[config.mk]
export PLATFORM = sky130hd
export DESIGN_NAME = rta_top
export DESIGN_NICKNAME = d
export VERILOG_FILES = /design/src/rta_pkg.sv /design/src/rta_top.sv
export VERILOG_INCLUDE_DIRS = /design/src /design/src/src
export SDC_FILE = /design/constraint.sdc
export NUM_CORES = 1
export LEC_CHECK = 0
export CORE_MARGIN = 5
export CORE_UTILIZATION = 40
export CTS_BUF_LIST = sky130_fd_sc_hd__clkbuf_8
export DETAILED_ROUTE_END_ITERATION = 12
export DONT_BUFFER_PORTS = 1
export PLACE_DENSITY_LB_ADDON = 0.12
export RECOVER_POWER = 100
export SLEW_MARGIN = 20
export SYNTH_ARGS = -nofsm -noshare
export SYNTH_HDL_FRONTEND = slang
export SYNTH_SLANG_ARGS = --single-unit
[constraint.sdc]
create_clock -name mclk -period 5.6 [get_ports mclk]
set_clock_uncertainty 0.2 [all_clocks]
set_input_delay 1.12 -clock mclk [delete_from_list [all_inputs] [get_ports mclk]]
set_output_delay 1.12 -clock mclk [all_outputs]
set_load 0.01 [all_outputs]
[src/rta_regs.svh]
// Register map, field positions, reset values and timing counts of the clock unit
`ifndef RTA_REGS_SVH
`define RTA_REGS_SVH
// ****************************************
// Byte offsets
// ****************************************
`define RTA_OFS_TOD 8'h00
`define RTA_OFS_ALM 8'h04
`define RTA_OFS_CTL 8'h08
`define RTA_OFS_STS 8'h0C
`define RTA_OFS_ENA 8'h10
`define RTA_OFS_DAY 8'h14
`define RTA_OFS_ADY 8'h18
`define RTA_OFS_WDG 8'h1C
`define RTA_OFS_STW 8'h20
// ****************************************
// Field positions
// ****************************************
`define RTA_SEC_F 5:0
`define RTA_MIN_F 21:16
`define RTA_HR_F 28:24
`define RTA_DAY_F 8:0
`define RTA_STW_F 5:0
`define RTA_CTL_EN 7
`define RTA_CTL_REF 5
`define RTA_CTL_STW 4
`define RTA_WDG_EN 0
`define RTA_WDG_IRQ 1
`define RTA_WDG_CNT_F 9:8
`define RTA_EV_STW 0
`define RTA_EV_SEC 1
`define RTA_EV_MIN 2
`define RTA_EV_ALM 3
`define RTA_EV_DAY 4
`define RTA_EV_HR 5
`define RTA_EV_WDG 6
`define RTA_EV_RATE_F 15:8
`define RTA_CLK_MASK 16'h003F
`define RTA_RATE_MASK 16'hFF00
// ****************************************
// Limits and reset values
// ****************************************
`define RTA_SEC_LAST 6'h3B
`define RTA_HR_LAST 5'h17
`define RTA_STW_HOLD 6'h3F
`define RTA_WDG_LIMIT 2'h2
`define RTA_DIV_32K 16'h7FFF
`define RTA_DIV_38K 16'h95FF
`define RTA_TAP_MASK 16'h7FFF
`define RTA_RESP_OK 2'h0
`define RTA_RESP_ERR 2'h2
`endif

[src/rta_pkg.sv]
// Types shared by the clock unit
package rta_pkg;
	typedef struct packed {
		logic wdog;
		logic periodic;
		logic clock;
	} rta_irq_type;
	typedef struct packed {
		logic [4:0] hr;
		logic [5:0] min;
		logic [5:0] sec;
	} rta_tod_type;
endpackage

[src/rta_top.sv]
// Real-time clock unit with alarm, watchdog, stopwatch and periodic events
// Behaviour
// prescaler divides reference clock to one second
// select bit picks divide ratio for 38.4 kHz
// six-bit seconds, minutes; five-bit hours; nine-bit days
// counters readable anytime without disturbing counting
// out-of-range values hold, then clear on increment
// seconds/minutes roll at 59, carry, raise event
// hours roll at 23, bump day, raise event
// rollover interrupts gated by own enable bits
// full time match sets alarm flag
// alarm interrupt only while alarm enabled
// alarm recurs daily until software changes it; code also compares the day, so it fires only when day_q equals aday_q
// enableable one-second periodic clock interrupt
// watchdog times out at count two
// watchdog mode bit; reset enabled, system reset
// any watchdog write clears its count
// software clears watchdog before timeout
// eight prescaler rates, each enabled, one line
// rate generator runs only when an enable set
// three interrupt outputs; clock line merges events
// clock enable bit resets to one
// stopwatch counts minutes down, holds at minus one
// flags sticky until cleared; outputs follow flags
// everything steps on synchronised one-cycle tick
//
// The AXI4-Lite interface to the registers and the placing of the registers are this design's own decisions.
`timescale 1ns/1ps
`default_nettype none
`include "rta_regs.svh"
module rta_top (
	// Clock and reset
	input wire logic mclk,
	input wire logic rstn,
	// Reference clock pin
	input wire logic slow_ref_clock,
	// Write address and data
	input wire logic [7:0] s_axi_awaddr,
	input wire logic s_axi_awvalid,
	output logic s_axi_awready,
	input wire logic [31:0] s_axi_wdata,
	input wire logic [3:0] s_axi_wstrb,
	input wire logic s_axi_wvalid,
	output logic s_axi_wready,
	// Write response
	output logic [1:0] s_axi_bresp,
	output logic s_axi_bvalid,
	input wire logic s_axi_bready,
	// Read address and data
	input wire logic [7:0] s_axi_araddr,
	input wire logic s_axi_arvalid,
	output logic s_axi_arready,
	output logic [31:0] s_axi_rdata,
	output logic [1:0] s_axi_rresp,
	output logic s_axi_rvalid,
	input wire logic s_axi_rready,
	// Interrupt lines and watchdog reset
	output rta_pkg::rta_irq_type irq_lines,
	output logic wdog_sys_reset
);
	// ****************************************
	// Helpers
	// ****************************************
	function automatic logic [31:0] merge(input logic [31:0] old, input logic [31:0] nw,
		input logic [3:0] strb);
		logic [31:0] m;
		m = {{8{strb[3]}}, {8{strb[2]}}, {8{strb[1]}}, {8{strb[0]}}};
		return (old & ~m) | (nw & m);
	endfunction
	function automatic logic mapped(input logic [7:0] a);
		return (a[1:0] == 2'h0) && (a <= `RTA_OFS_STW);
	endfunction
	function automatic logic [5:0] step(input logic [5:0] v, input logic [5:0] last);
		return (v >= last) ? 6'h00 : 6'(v + 6'h01);
	endfunction

	logic awready_q, wready_q, bvalid_q, arready_q, rvalid_q;
	logic aw_full_q, w_full_q;
	logic [7:0] aw_addr_q;
	logic [31:0] w_data_q, rdata_q, rd_word;
	logic [3:0] w_strb_q;
	logic [1:0] bresp_q, rresp_q;
	logic ref_s1_q, ref_s2_q, ref_s3_q, ref_edge;
	logic [15:0] presc_q, div_last, sts_q, ena_q, sts_set, sts_clr;
	logic tick_q, tick1_q, tod_tick, run;
	logic ctl_en_q, ctl_ref_q, ctl_stw_q;
	rta_pkg::rta_tod_type tod_q, alm_q;
	logic [8:0] day_q, aday_q;
	logic [5:0] stw_q;
	logic wd_en_q, wd_sel_q, wd_to;
	logic [1:0] wd_cnt_q;
	logic sec_cy, min_cy, hr_cy, alm_hit, stw_hit;
	logic [7:0] rate_hit;
	logic wr_fire;
	logic [31:0] wr_tod, wr_alm;
	rta_pkg::rta_irq_type irq_q;
	logic wd_rst_q;

	// ****************************************
	// Register bus slave
	// ****************************************
	assign wr_fire = aw_full_q & w_full_q & ~bvalid_q;
	always_ff @(posedge mclk or negedge rstn) begin
		if (!rstn) begin
			awready_q <= 1'b1;
			aw_full_q <= 1'b0;
			aw_addr_q <= 8'h00;
		end else if (s_axi_awvalid && awready_q) begin
			awready_q <= 1'b0;
			aw_full_q <= 1'b1;
			aw_addr_q <= s_axi_awaddr;
		end else if (wr_fire) begin
			aw_full_q <= 1'b0;
		end else if (bvalid_q && s_axi_bready) begin
			awready_q <= 1'b1;
		end
	end
	always_ff @(posedge mclk or negedge rstn) begin
		if (!rstn) begin
			wready_q <= 1'b1;
			w_full_q <= 1'b0;
			w_data_q <= 32'h00000000;
			w_strb_q <= 4'h0;
		end else if (s_axi_wvalid && wready_q) begin
			wready_q <= 1'b0;
			w_full_q <= 1'b1;
			w_data_q <= s_axi_wdata;
			w_strb_q <= s_axi_wstrb;
		end else if (wr_fire) begin
			w_full_q <= 1'b0;
		end else if (bvalid_q && s_axi_bready) begin
			wready_q <= 1'b1;
		end
	end
	always_ff @(posedge mclk or negedge rstn) begin
		if (!rstn) begin
			bvalid_q <= 1'b0;
			bresp_q <= `RTA_RESP_OK;
		end else if (wr_fire) begin
			bvalid_q <= 1'b1;
			bresp_q <= mapped(aw_addr_q) ? `RTA_RESP_OK : `RTA_RESP_ERR;
		end else if (s_axi_bready) begin
			bvalid_q <= 1'b0;
		end
	end
	// reads sample only
	always_comb begin
		rd_word = 32'h00000000;
		case (s_axi_araddr)
			`RTA_OFS_TOD: begin
				rd_word[`RTA_HR_F] = tod_q.hr;
				rd_word[`RTA_MIN_F] = tod_q.min;
				rd_word[`RTA_SEC_F] = tod_q.sec;
			end
			`RTA_OFS_ALM: begin
				rd_word[`RTA_HR_F] = alm_q.hr;
				rd_word[`RTA_MIN_F] = alm_q.min;
				rd_word[`RTA_SEC_F] = alm_q.sec;
			end
			`RTA_OFS_CTL: begin
				rd_word[`RTA_CTL_EN] = ctl_en_q;
				rd_word[`RTA_CTL_REF] = ctl_ref_q;
				rd_word[`RTA_CTL_STW] = ctl_stw_q;
			end
			`RTA_OFS_STS: rd_word[15:0] = sts_q;
			`RTA_OFS_ENA: rd_word[15:0] = ena_q;
			`RTA_OFS_DAY: rd_word[`RTA_DAY_F] = day_q;
			`RTA_OFS_ADY: rd_word[`RTA_DAY_F] = aday_q;
			`RTA_OFS_WDG: begin
				rd_word[`RTA_WDG_EN] = wd_en_q;
				rd_word[`RTA_WDG_IRQ] = wd_sel_q;
				rd_word[`RTA_WDG_CNT_F] = wd_cnt_q;
			end
			`RTA_OFS_STW: rd_word[`RTA_STW_F] = stw_q;
			default: rd_word = 32'h00000000;
		endcase
	end
	always_ff @(posedge mclk or negedge rstn) begin
		if (!rstn) begin
			arready_q <= 1'b1;
			rvalid_q <= 1'b0;
			rdata_q <= 32'h00000000;
			rresp_q <= `RTA_RESP_OK;
		end else if (s_axi_arvalid && arready_q) begin
			arready_q <= 1'b0;
			rvalid_q <= 1'b1;
			rdata_q <= rd_word;
			rresp_q <= mapped(s_axi_araddr) ? `RTA_RESP_OK : `RTA_RESP_ERR;
		end else if (rvalid_q && s_axi_rready) begin
			rvalid_q <= 1'b0;
			arready_q <= 1'b1;
		end
	end

	// ****************************************
	// Reference clock and prescaler
	// ****************************************
	// two flops before use
	always_ff @(posedge mclk or negedge rstn) begin
		if (!rstn) begin
			ref_s1_q <= 1'b0;
			ref_s2_q <= 1'b0;
			ref_s3_q <= 1'b0;
		end else begin
			ref_s1_q <= slow_ref_clock;
			ref_s2_q <= ref_s1_q;
			ref_s3_q <= ref_s2_q;
		end
	end
	assign ref_edge = ref_s2_q & ~ref_s3_q;
	// prescaler idles when both enables clear
	assign run = ctl_en_q | wd_en_q;
	// ratio follows select bit
	assign div_last = ctl_ref_q ? `RTA_DIV_38K : `RTA_DIV_32K;
	// divide to one second
	always_ff @(posedge mclk or negedge rstn) begin
		if (!rstn) begin
			presc_q <= 16'h0000;
			tick_q <= 1'b0;
		end else begin
			tick_q <= run & ref_edge & (presc_q >= div_last);
			if (!run)
				presc_q <= 16'h0000;
			else if (ref_edge)
				presc_q <= (presc_q >= div_last) ? 16'h0000 : 16'(presc_q + 16'h0001);
		end
	end
	// eight taps of the prescaler
	always_comb begin
		for (int i = 0; i < 8; i++)
			rate_hit[i] = run & ref_edge & ((presc_q & (`RTA_TAP_MASK >> i)) ==
				(`RTA_TAP_MASK >> i));
	end

	// ****************************************
	// Time of day
	// ****************************************
	// all counters step on the tick
	assign tod_tick = tick_q & ctl_en_q;
	// carry chain at 59
	assign sec_cy = tod_tick & (tod_q.sec == `RTA_SEC_LAST);
	assign min_cy = sec_cy & (tod_q.min == `RTA_SEC_LAST);
	// hours roll at 23
	assign hr_cy = min_cy & (tod_q.hr == `RTA_HR_LAST);
	assign wr_tod = merge({3'h0, tod_q.hr, 2'h0, tod_q.min, 10'h000, tod_q.sec}, w_data_q,
		w_strb_q);
	// field widths; R5: no range check
	always_ff @(posedge mclk or negedge rstn) begin
		if (!rstn) begin
			tod_q <= '0;
		end else if (wr_fire && aw_addr_q == `RTA_OFS_TOD) begin
			tod_q.hr <= wr_tod[`RTA_HR_F];
			tod_q.min <= wr_tod[`RTA_MIN_F];
			tod_q.sec <= wr_tod[`RTA_SEC_F];
		end else if (tod_tick) begin
			// oversized value clears on step
			tod_q.sec <= step(tod_q.sec, `RTA_SEC_LAST);
			if (sec_cy)
				tod_q.min <= step(tod_q.min, `RTA_SEC_LAST);
			if (min_cy)
				tod_q.hr <= 5'(step({1'b0, tod_q.hr}, {1'b0, `RTA_HR_LAST}));
		end
	end
	// day counter advanced by hours carry
	always_ff @(posedge mclk or negedge rstn) begin
		if (!rstn)
			day_q <= 9'h000;
		else if (wr_fire && aw_addr_q == `RTA_OFS_DAY)
			day_q <= 9'(merge({23'h0, day_q}, w_data_q, w_strb_q));
		else if (hr_cy)
			day_q <= 9'(day_q + 9'h001);
	end

	// ****************************************
	// Alarm
	// ****************************************
	assign wr_alm = merge({3'h0, alm_q.hr, 2'h0, alm_q.min, 10'h000, alm_q.sec}, w_data_q,
		w_strb_q);
	always_ff @(posedge mclk or negedge rstn) begin
		if (!rstn) begin
			alm_q <= '0;
			aday_q <= 9'h000;
		end else if (wr_fire && aw_addr_q == `RTA_OFS_ALM) begin
			alm_q.hr <= wr_alm[`RTA_HR_F];
			alm_q.min <= wr_alm[`RTA_MIN_F];
			alm_q.sec <= wr_alm[`RTA_SEC_F];
		end else if (wr_fire && aw_addr_q == `RTA_OFS_ADY) begin
			aday_q <= 9'(merge({23'h0, aday_q}, w_data_q, w_strb_q));
		end
	end
	always_ff @(posedge mclk or negedge rstn) begin
		if (!rstn)
			tick1_q <= 1'b0;
		else
			tick1_q <= tod_tick;
	end
	// compare after the counters settle; R11: day compared too, so no daily recurrence
	assign alm_hit = tick1_q & (tod_q == alm_q) & (day_q == aday_q);

	// ****************************************
	// Stopwatch
	// ****************************************
	// minute countdown, hold at all ones
	assign stw_hit = sec_cy & ctl_stw_q & (stw_q == 6'h00);
	always_ff @(posedge mclk or negedge rstn) begin
		if (!rstn)
			stw_q <= `RTA_STW_HOLD;
		else if (wr_fire && aw_addr_q == `RTA_OFS_STW)
			stw_q <= 6'(merge({26'h0, stw_q}, w_data_q, w_strb_q));
		else if (sec_cy && ctl_stw_q && stw_q != `RTA_STW_HOLD)
			stw_q <= 6'(stw_q - 6'h01);
	end

	// ****************************************
	// Control and watchdog
	// ****************************************
	// clock enable set from reset
	always_ff @(posedge mclk or negedge rstn) begin
		if (!rstn) begin
			ctl_en_q <= 1'b1;
			ctl_ref_q <= 1'b0;
			ctl_stw_q <= 1'b0;
		end else if (wr_fire && aw_addr_q == `RTA_OFS_CTL && w_strb_q[0]) begin
			ctl_en_q <= w_data_q[`RTA_CTL_EN];
			ctl_ref_q <= w_data_q[`RTA_CTL_REF];
			ctl_stw_q <= w_data_q[`RTA_CTL_STW];
		end
	end
	// timeout once count reaches two
	assign wd_to = wd_en_q & (wd_cnt_q == `RTA_WDG_LIMIT);
	// enabled, reset mode out of reset
	always_ff @(posedge mclk or negedge rstn) begin
		if (!rstn) begin
			wd_en_q <= 1'b1;
			wd_sel_q <= 1'b0;
		end else if (wr_fire && aw_addr_q == `RTA_OFS_WDG && w_strb_q[0]) begin
			wd_en_q <= w_data_q[`RTA_WDG_EN];
			wd_sel_q <= w_data_q[`RTA_WDG_IRQ];
		end
	end
	// any write clears the count
	always_ff @(posedge mclk or negedge rstn) begin
		if (!rstn)
			wd_cnt_q <= 2'h0;
		else if ((wr_fire && aw_addr_q == `RTA_OFS_WDG) || wd_to)
			wd_cnt_q <= 2'h0;
		else if (tick_q && wd_en_q)
			wd_cnt_q <= 2'(wd_cnt_q + 2'h1);
	end
	// mode picks reset or interrupt
	always_ff @(posedge mclk or negedge rstn) begin
		if (!rstn)
			wd_rst_q <= 1'b0;
		else
			wd_rst_q <= wd_to & ~wd_sel_q;
	end

	// ****************************************
	// Event flags and interrupt lines
	// ****************************************
	always_comb begin
		sts_set = 16'h0000;
		sts_set[`RTA_EV_STW] = stw_hit;
		// one-second event
		sts_set[`RTA_EV_SEC] = tod_tick;
		sts_set[`RTA_EV_MIN] = sec_cy;
		sts_set[`RTA_EV_HR] = min_cy;
		sts_set[`RTA_EV_DAY] = hr_cy;
		sts_set[`RTA_EV_ALM] = alm_hit;
		sts_set[`RTA_EV_WDG] = wd_to & wd_sel_q;
		sts_set[`RTA_EV_RATE_F] = rate_hit;
	end
	assign sts_clr = (wr_fire && aw_addr_q == `RTA_OFS_STS) ?
		16'(merge(32'h0, w_data_q, w_strb_q)) : 16'h0000;
	// sticky, write one clears, set wins
	always_ff @(posedge mclk or negedge rstn) begin
		if (!rstn)
			sts_q <= 16'h0000;
		else
			sts_q <= (sts_q & ~sts_clr) | sts_set;
	end
	always_ff @(posedge mclk or negedge rstn) begin
		if (!rstn)
			ena_q <= 16'h0000;
		else if (wr_fire && aw_addr_q == `RTA_OFS_ENA)
			ena_q <= 16'(merge({16'h0, ena_q}, w_data_q, w_strb_q));
	end
	// gate by enables; R10: alarm too; R19: three lines
	always_ff @(posedge mclk or negedge rstn) begin
		if (!rstn) begin
			irq_q <= '0;
		end else begin
			irq_q.clock <= |(sts_q & ena_q & `RTA_CLK_MASK);
			irq_q.periodic <= |(sts_q & ena_q & `RTA_RATE_MASK);
			irq_q.wdog <= sts_q[`RTA_EV_WDG] & ena_q[`RTA_EV_WDG];
		end
	end

	assign s_axi_awready = awready_q;
	assign s_axi_wready = wready_q;
	assign s_axi_bvalid = bvalid_q;
	assign s_axi_bresp = bresp_q;
	assign s_axi_arready = arready_q;
	assign s_axi_rvalid = rvalid_q;
	assign s_axi_rdata = rdata_q;
	assign s_axi_rresp = rresp_q;
	assign irq_lines = irq_q;
	assign wdog_sys_reset = wd_rst_q;
endmodule // rta_top
`default_nettype wire

* Word level (Yosys, flattened, before mapping) *
Index checks and enable logic that the tools add are counted.

storage, ports and cells
  register bits after elaboration = 201
  bits of input ports = 60
  logic and storage cells = 224

cells by class
  $add $sub $neg = 7
  magnitude comparators = 6
  equality and inequality tests = 34
  multiplexer cells = 43
  bitwise logic cells = 48
  reductions and logical operators = 46

operators with widths
  cell                     number
  $and A29 B29 Y29         3
  $mux W16                 5
  $eq A8 B5 Y1 const B     8
  $or A29 B29 Y29          2
  $and A16 B16 Y16         3
  $mux W17                 2
  $eq A8 B4 Y1 const B     4
  $or A16 B16 Y16          2
  $pmux W2 S8              2
  $mux W6                  5
  $not A29 Y29             1
  $and A1 B1 Y1            25
  $pmux W6 S2              2
  $reduce_bool A2 Y1       12
  $logic_and A1 B1 Y1      21
  $and A9 B9 Y9            2
  $mux W9                  2
  $or A9 B9 Y9             2
  $eq A17 B17 Y1           1
  $add A16 B1 Y16 const B  1
  $eq A8 B3 Y1 const B     2
  $eq A8 B6 Y1 const B     2
  $ge A16 B16 Y1           1
  $le A8 B6 Y1 const B     2
  42 further kinds         72

* Logic depth before layout (Yosys ltp) *
  depth in word-level cells = 7
  depth in mapped cells = 9

* Least setup slack after synthesis *
OpenSTA, ideal clock, no wires.

  kind = in2reg
  from = in s_axi_araddr[1]
  to = reg rdata_q[2] (netlist: s_axi_rdata[2])
  setup time = 0.083 ns
  arrival = 2.553 ns
  required time = 5.317 ns
  slack = 2.764 ns
  stages on the path = 6
  path buffers = 1
  cell sequence = or4_1 -> clkbuf_1 -> nor4_4 -> a22o_1 -> a2111oi_0 -> o21ai_0

between the ends
  cells in the longest elaborated chain, start to end = 2
  elaborated cells on any way between the ends = 8
  those cells by class = eq/ne (6); mux (1); reduce/logical (1)

ends and longest elaborated chain
  what                                  RTL line        RTL
  from (decl)                           rta_top.sv:50   input wire logic [7:0] s_axi_araddr,
  $eq A8 B6 Y1 (tied with other cells)  rta_top.sv:149  case (s_axi_araddr)
  $pmux W2 S7 (*)                       rta_top.sv:149
  to (signal assigned)                  rta_top.sv:187  rdata_q <= rd_word;
  to (decl)                             rta_top.sv:80   logic [31:0] w_data_q, rdata_q, rd_word;

Every way passes the cells marked *; elsewhere a longest branch is shown, timed or not.
A chain may end at the register's enable or synchronous reset.

==> results by group <==
Outcome
  • Outcome: finished with violations
  • Failing checks: max-capacitance violations, max-slew violations

Clocking
  • CTS Root Cell: clkbuf_8
  • Clock Pin Slew Worst Setup and Hold Paths: ~0.12 ns
  • CTS resizes: 0
  • Hold_buf cts: 0
  • Cts bufs inserted: 17
  • # H-tree levels: 4
  • Clock Sinks: 197
  • Worst skew pair latency: 0.48 ns
  • Setup bufs post-CTS: 0
  • Clock buffer depth: 2
  • TritonCTS clock tree: done

Final layout
  • Final-layout fill cell count: roughly 2400
  • N_diodes: 0
  • Final-stage net count: 996
  • Area delta synth->final: 4.814%
  • Non-filler cells, final: 1264
  • Share of cells above drive strength 1: 14.35%
  • Post-Layout Inst Area: 10520 sq um

Route
  • Drt total wl: 27.11 mm
  • Wire length per cell: 21.44 um
  • Initial DRC Count: 618
  • Via count: 7320
  • Post-DR vias/cell: 5.791
  • Final ANT Viol Nets: 0
  • # DRC: 0
  • Drt pass-1 iters: 4

Logic synthesis
  • Syn Std Cell Area: 10030 sq um
  • Cells after synthesis: 959
  • Yosys reg bits: about 200
  • Most used DFF post-synth: dfrtp_1
  • Synth cell types: 66
  • Synth warn: 0
  • Asr flop ratio synth: 100.0%
  • Post-synth EDFFs: 0
  • Syn avg cell area: 10.46 sq um
  • Sequential area share after synthesis: 49.28%

Global route
  • Gr ovfl total: 0
  • First-pass GRT wire length: 43.03 mm
  • Largest net degree at the start of global routing: 198
  • Vias in the first global route: 7189
  • Total Routing Usage GR: 19.33%
  • Initial antenna violation count: 1

Pwr
  • Lkg Pwr: 4.552 nW
  • Sw Share: 32.12%
  • Part of the power in registers: between 60% and 70%
  • Comb power frac: 11.3%
  • Internal power: approximately 2.1 mW
  • Max VDD drop: roughly 150 uV
  • Clock power frac: 27.8%
  • Final Total Pwr: 3.161 mW
  • Power Dens Cells: around 300 nW/um^2
  • Switch Pwr: a little over 1 mW

Placement
  • Placed cells: 1232
  • Final HPWL DP: 19.21 mm
  • Area after DPL: 10200 sq um
  • GP Congestion: 0.8450
  • Port buffer count: 0

Critical path
  • Worst-path fanout max: 15
  • Worst EP required: 5.76 ns
  • Reg2reg setup slack: between 1 and 1.5 ns
  • R2R depth: 5
  • Reg2reg start: aw_addr_q[1]
  • Critical path type: register to register
  • CP arrival: approximately 4.3 ns
  • Worst Setup Start Kind: register
  • Critical Path End Type: register

Timing
  • RSZ-0062 raised after global routing: no
  • Slew headroom: -61.53%
  • Max Slew Vio Count: 107
  • Worst hold slack: 0.1373 ns
  • Final min period: ~4.1 ns
  • Worst Max-Slew Pin Slew: between 2 and 2.5 ns
  • Part of the cycle the worst path needs: approximately three quarters
  • Setup Total Neg Slack: 0 ns
  • Hold violation count in the final report: 0
  • Setup-failing EPs final: 0
  • Fmax: between 200 and 250 MHz

Floorplan
  • Die area: roughly 28000 sq um
  • Row cnt: between 50 and 60
  • Starting density of the core: 40.19%
  • Height of the die: 168.4 um
  • CORE AREA: 24960 sq um
  • DIE WIDTH: 168.4 um
  • Num ports: 105

Flow run
  • Maxcap violations: 4

Hold path
  • Hold/Removal Path Class: primary input to asynchronous set/reset pin
-- layout make-up --
cell class | instances | area, sq um | area share [%]
clock buffer | 18 | 247.7 | 2.356
clock inverter | 14 | 117.6 | 1.119
inverter | 19 | 71.32 | 0.6782
sequential | 197 | 4943 | 47.01
tap | 330 | 412.9 | 3.927
multi-input combinational | 686 | 4722 | 44.91
-- Yosys cell counts (3+ instances only) --
library cell  count  area, sq um
a22oi_1          28        210.2
dfstp_2          11        289.0
mux2_2           88        991.0
nand4_1          16        100.1
mux2i_1          16        160.2
a32oi_1           3        26.28
a211oi_1          8        60.06
nor4_1            9        56.30
clkbuf_1         31        116.4
a21o_1            6        45.04
buf_2            19        95.09
nor3_1           22        110.1
xnor2_1          26        227.7
a21oi_1          29        145.1
nand3_1          43        215.2
and2_1            7        43.79
o211ai_1          6        45.04
a211o_1           3        26.28
o22ai_1           4        25.02
nor3b_1           3        22.52
nand2_1         107        401.6
ha_1             15        187.7
o21ai_0          54        270.3
nand2b_1          9        56.30
and3_1           25        156.4
and4_1            8        70.07
dfrtp_1         186         4654
a32o_1            5        50.05
a31oi_1          16        100.1
nor2_1           42        157.7
a221o_1           8        80.08
o311ai_0          4        35.03
buf_4             7        52.55
o2bb2ai_1         5        43.79
buf_1             5        18.77
inv_1            19        71.32
nor2b_1           8        50.05
a22o_1           13        113.9
a221oi_1          5        43.79
-- routing by layer --
metal	GRT usage, %	part of all wire [%]	vias to the layer above
li1	-	-	3466
met2	28.62	44	185
met1	28.88	49	3645
met3	4.649	6.1	22
met4	4.128	1.0	2
met5	0	0.041	-
-- worst max-delay path: stages (launching register included) --
cell	delay [ns]
dfrtp_1	0.46
nor4b_1	1.93
nand3_1	0.40
and3_1	0.51
a22o_1	0.25
a211o_1	0.27
-- cells in the final DEF (no fill, tap or decap), drive strengths merged, types with 4 or more instances in the layout --
| master | n |
|---|---|
| a32o | 5 |
| o211ai | 6 |
| and2 | 7 |
| a211oi | 8 |
| a21oi | 29 |
| clkinv | 7 |
| a221o | 8 |
| o22ai | 4 |
| dfrtp | 186 |
| a21o | 6 |
| nor2b | 8 |
| a22o | 13 |
| nand3 | 43 |
| o2bb2ai | 5 |
| dfstp | 11 |
| mux2 | 88 |
| conb | 7 |
| xnor2 | 26 |
| nor2 | 42 |
| o21ai | 55 |
| a221oi | 5 |
| nand2b | 9 |
| nor3 | 24 |
| o311ai | 4 |
| a22oi | 28 |
| nand4 | 16 |
| clkbuf | 18 |
| mux2i | 16 |
| nor4 | 11 |
| and3 | 25 |
| nand2 | 107 |
| inv | 25 |
| and4 | 8 |
| ha | 15 |
| a31oi | 16 |
-- worst max path at each step --
stage / from / to / cells after the start
floorplan: s_axi_araddr[1] / s_axi_rdata[2] / 6
global placement: s_axi_araddr[1] / s_axi_rdata[27] / 5
detailed placement: s_axi_araddr[1] / s_axi_rdata[27] / 5
CTS: aw_addr_q[1] / register / 5
global route: s_axi_araddr[1] / s_axi_rdata[24] / 5
finish: aw_addr_q[1] / register / 5
-- power by group through the flow --
stage          Combinational (mW)  Sequential, mW  Clock, mW
4_1_cts                     0.370            1.94      0.915
5_1_grt                     0.403            1.96      0.972
3_5_place_dp                0.368            1.97          0
6_report                    0.358            1.92      0.880
2_1_floorplan               0.371            1.78          0
3_3_place_gp                0.361            1.97          0
-- cell families after synthesis --
kind of cell / after synthesis / synth area share, %
flip-flops: 197 / 49.28
AO/OA/AOI/OAI: 213 / 14.55
multiplexers: 106 / 11.92
buffers and inverters: 82 / 3.579
XOR/XNOR: 26 / 2.270
adder cells (fa/ha/maj): 15 / 1.871
AND/OR/NAND/NOR: 319 / 16.49
other: 1 / 0.03738
-- stage by stage --
stage                     utilization [%]  worst slack (ns)
after floorplan                         -             2.764
after global placement              40.82             1.792
after detailed placement            40.86             2.069
after CTS                           42.32             2.374
after global routing                42.12             1.252
final                               42.12             1.469
No activity file was read; power rests on OpenSTA's default activity.
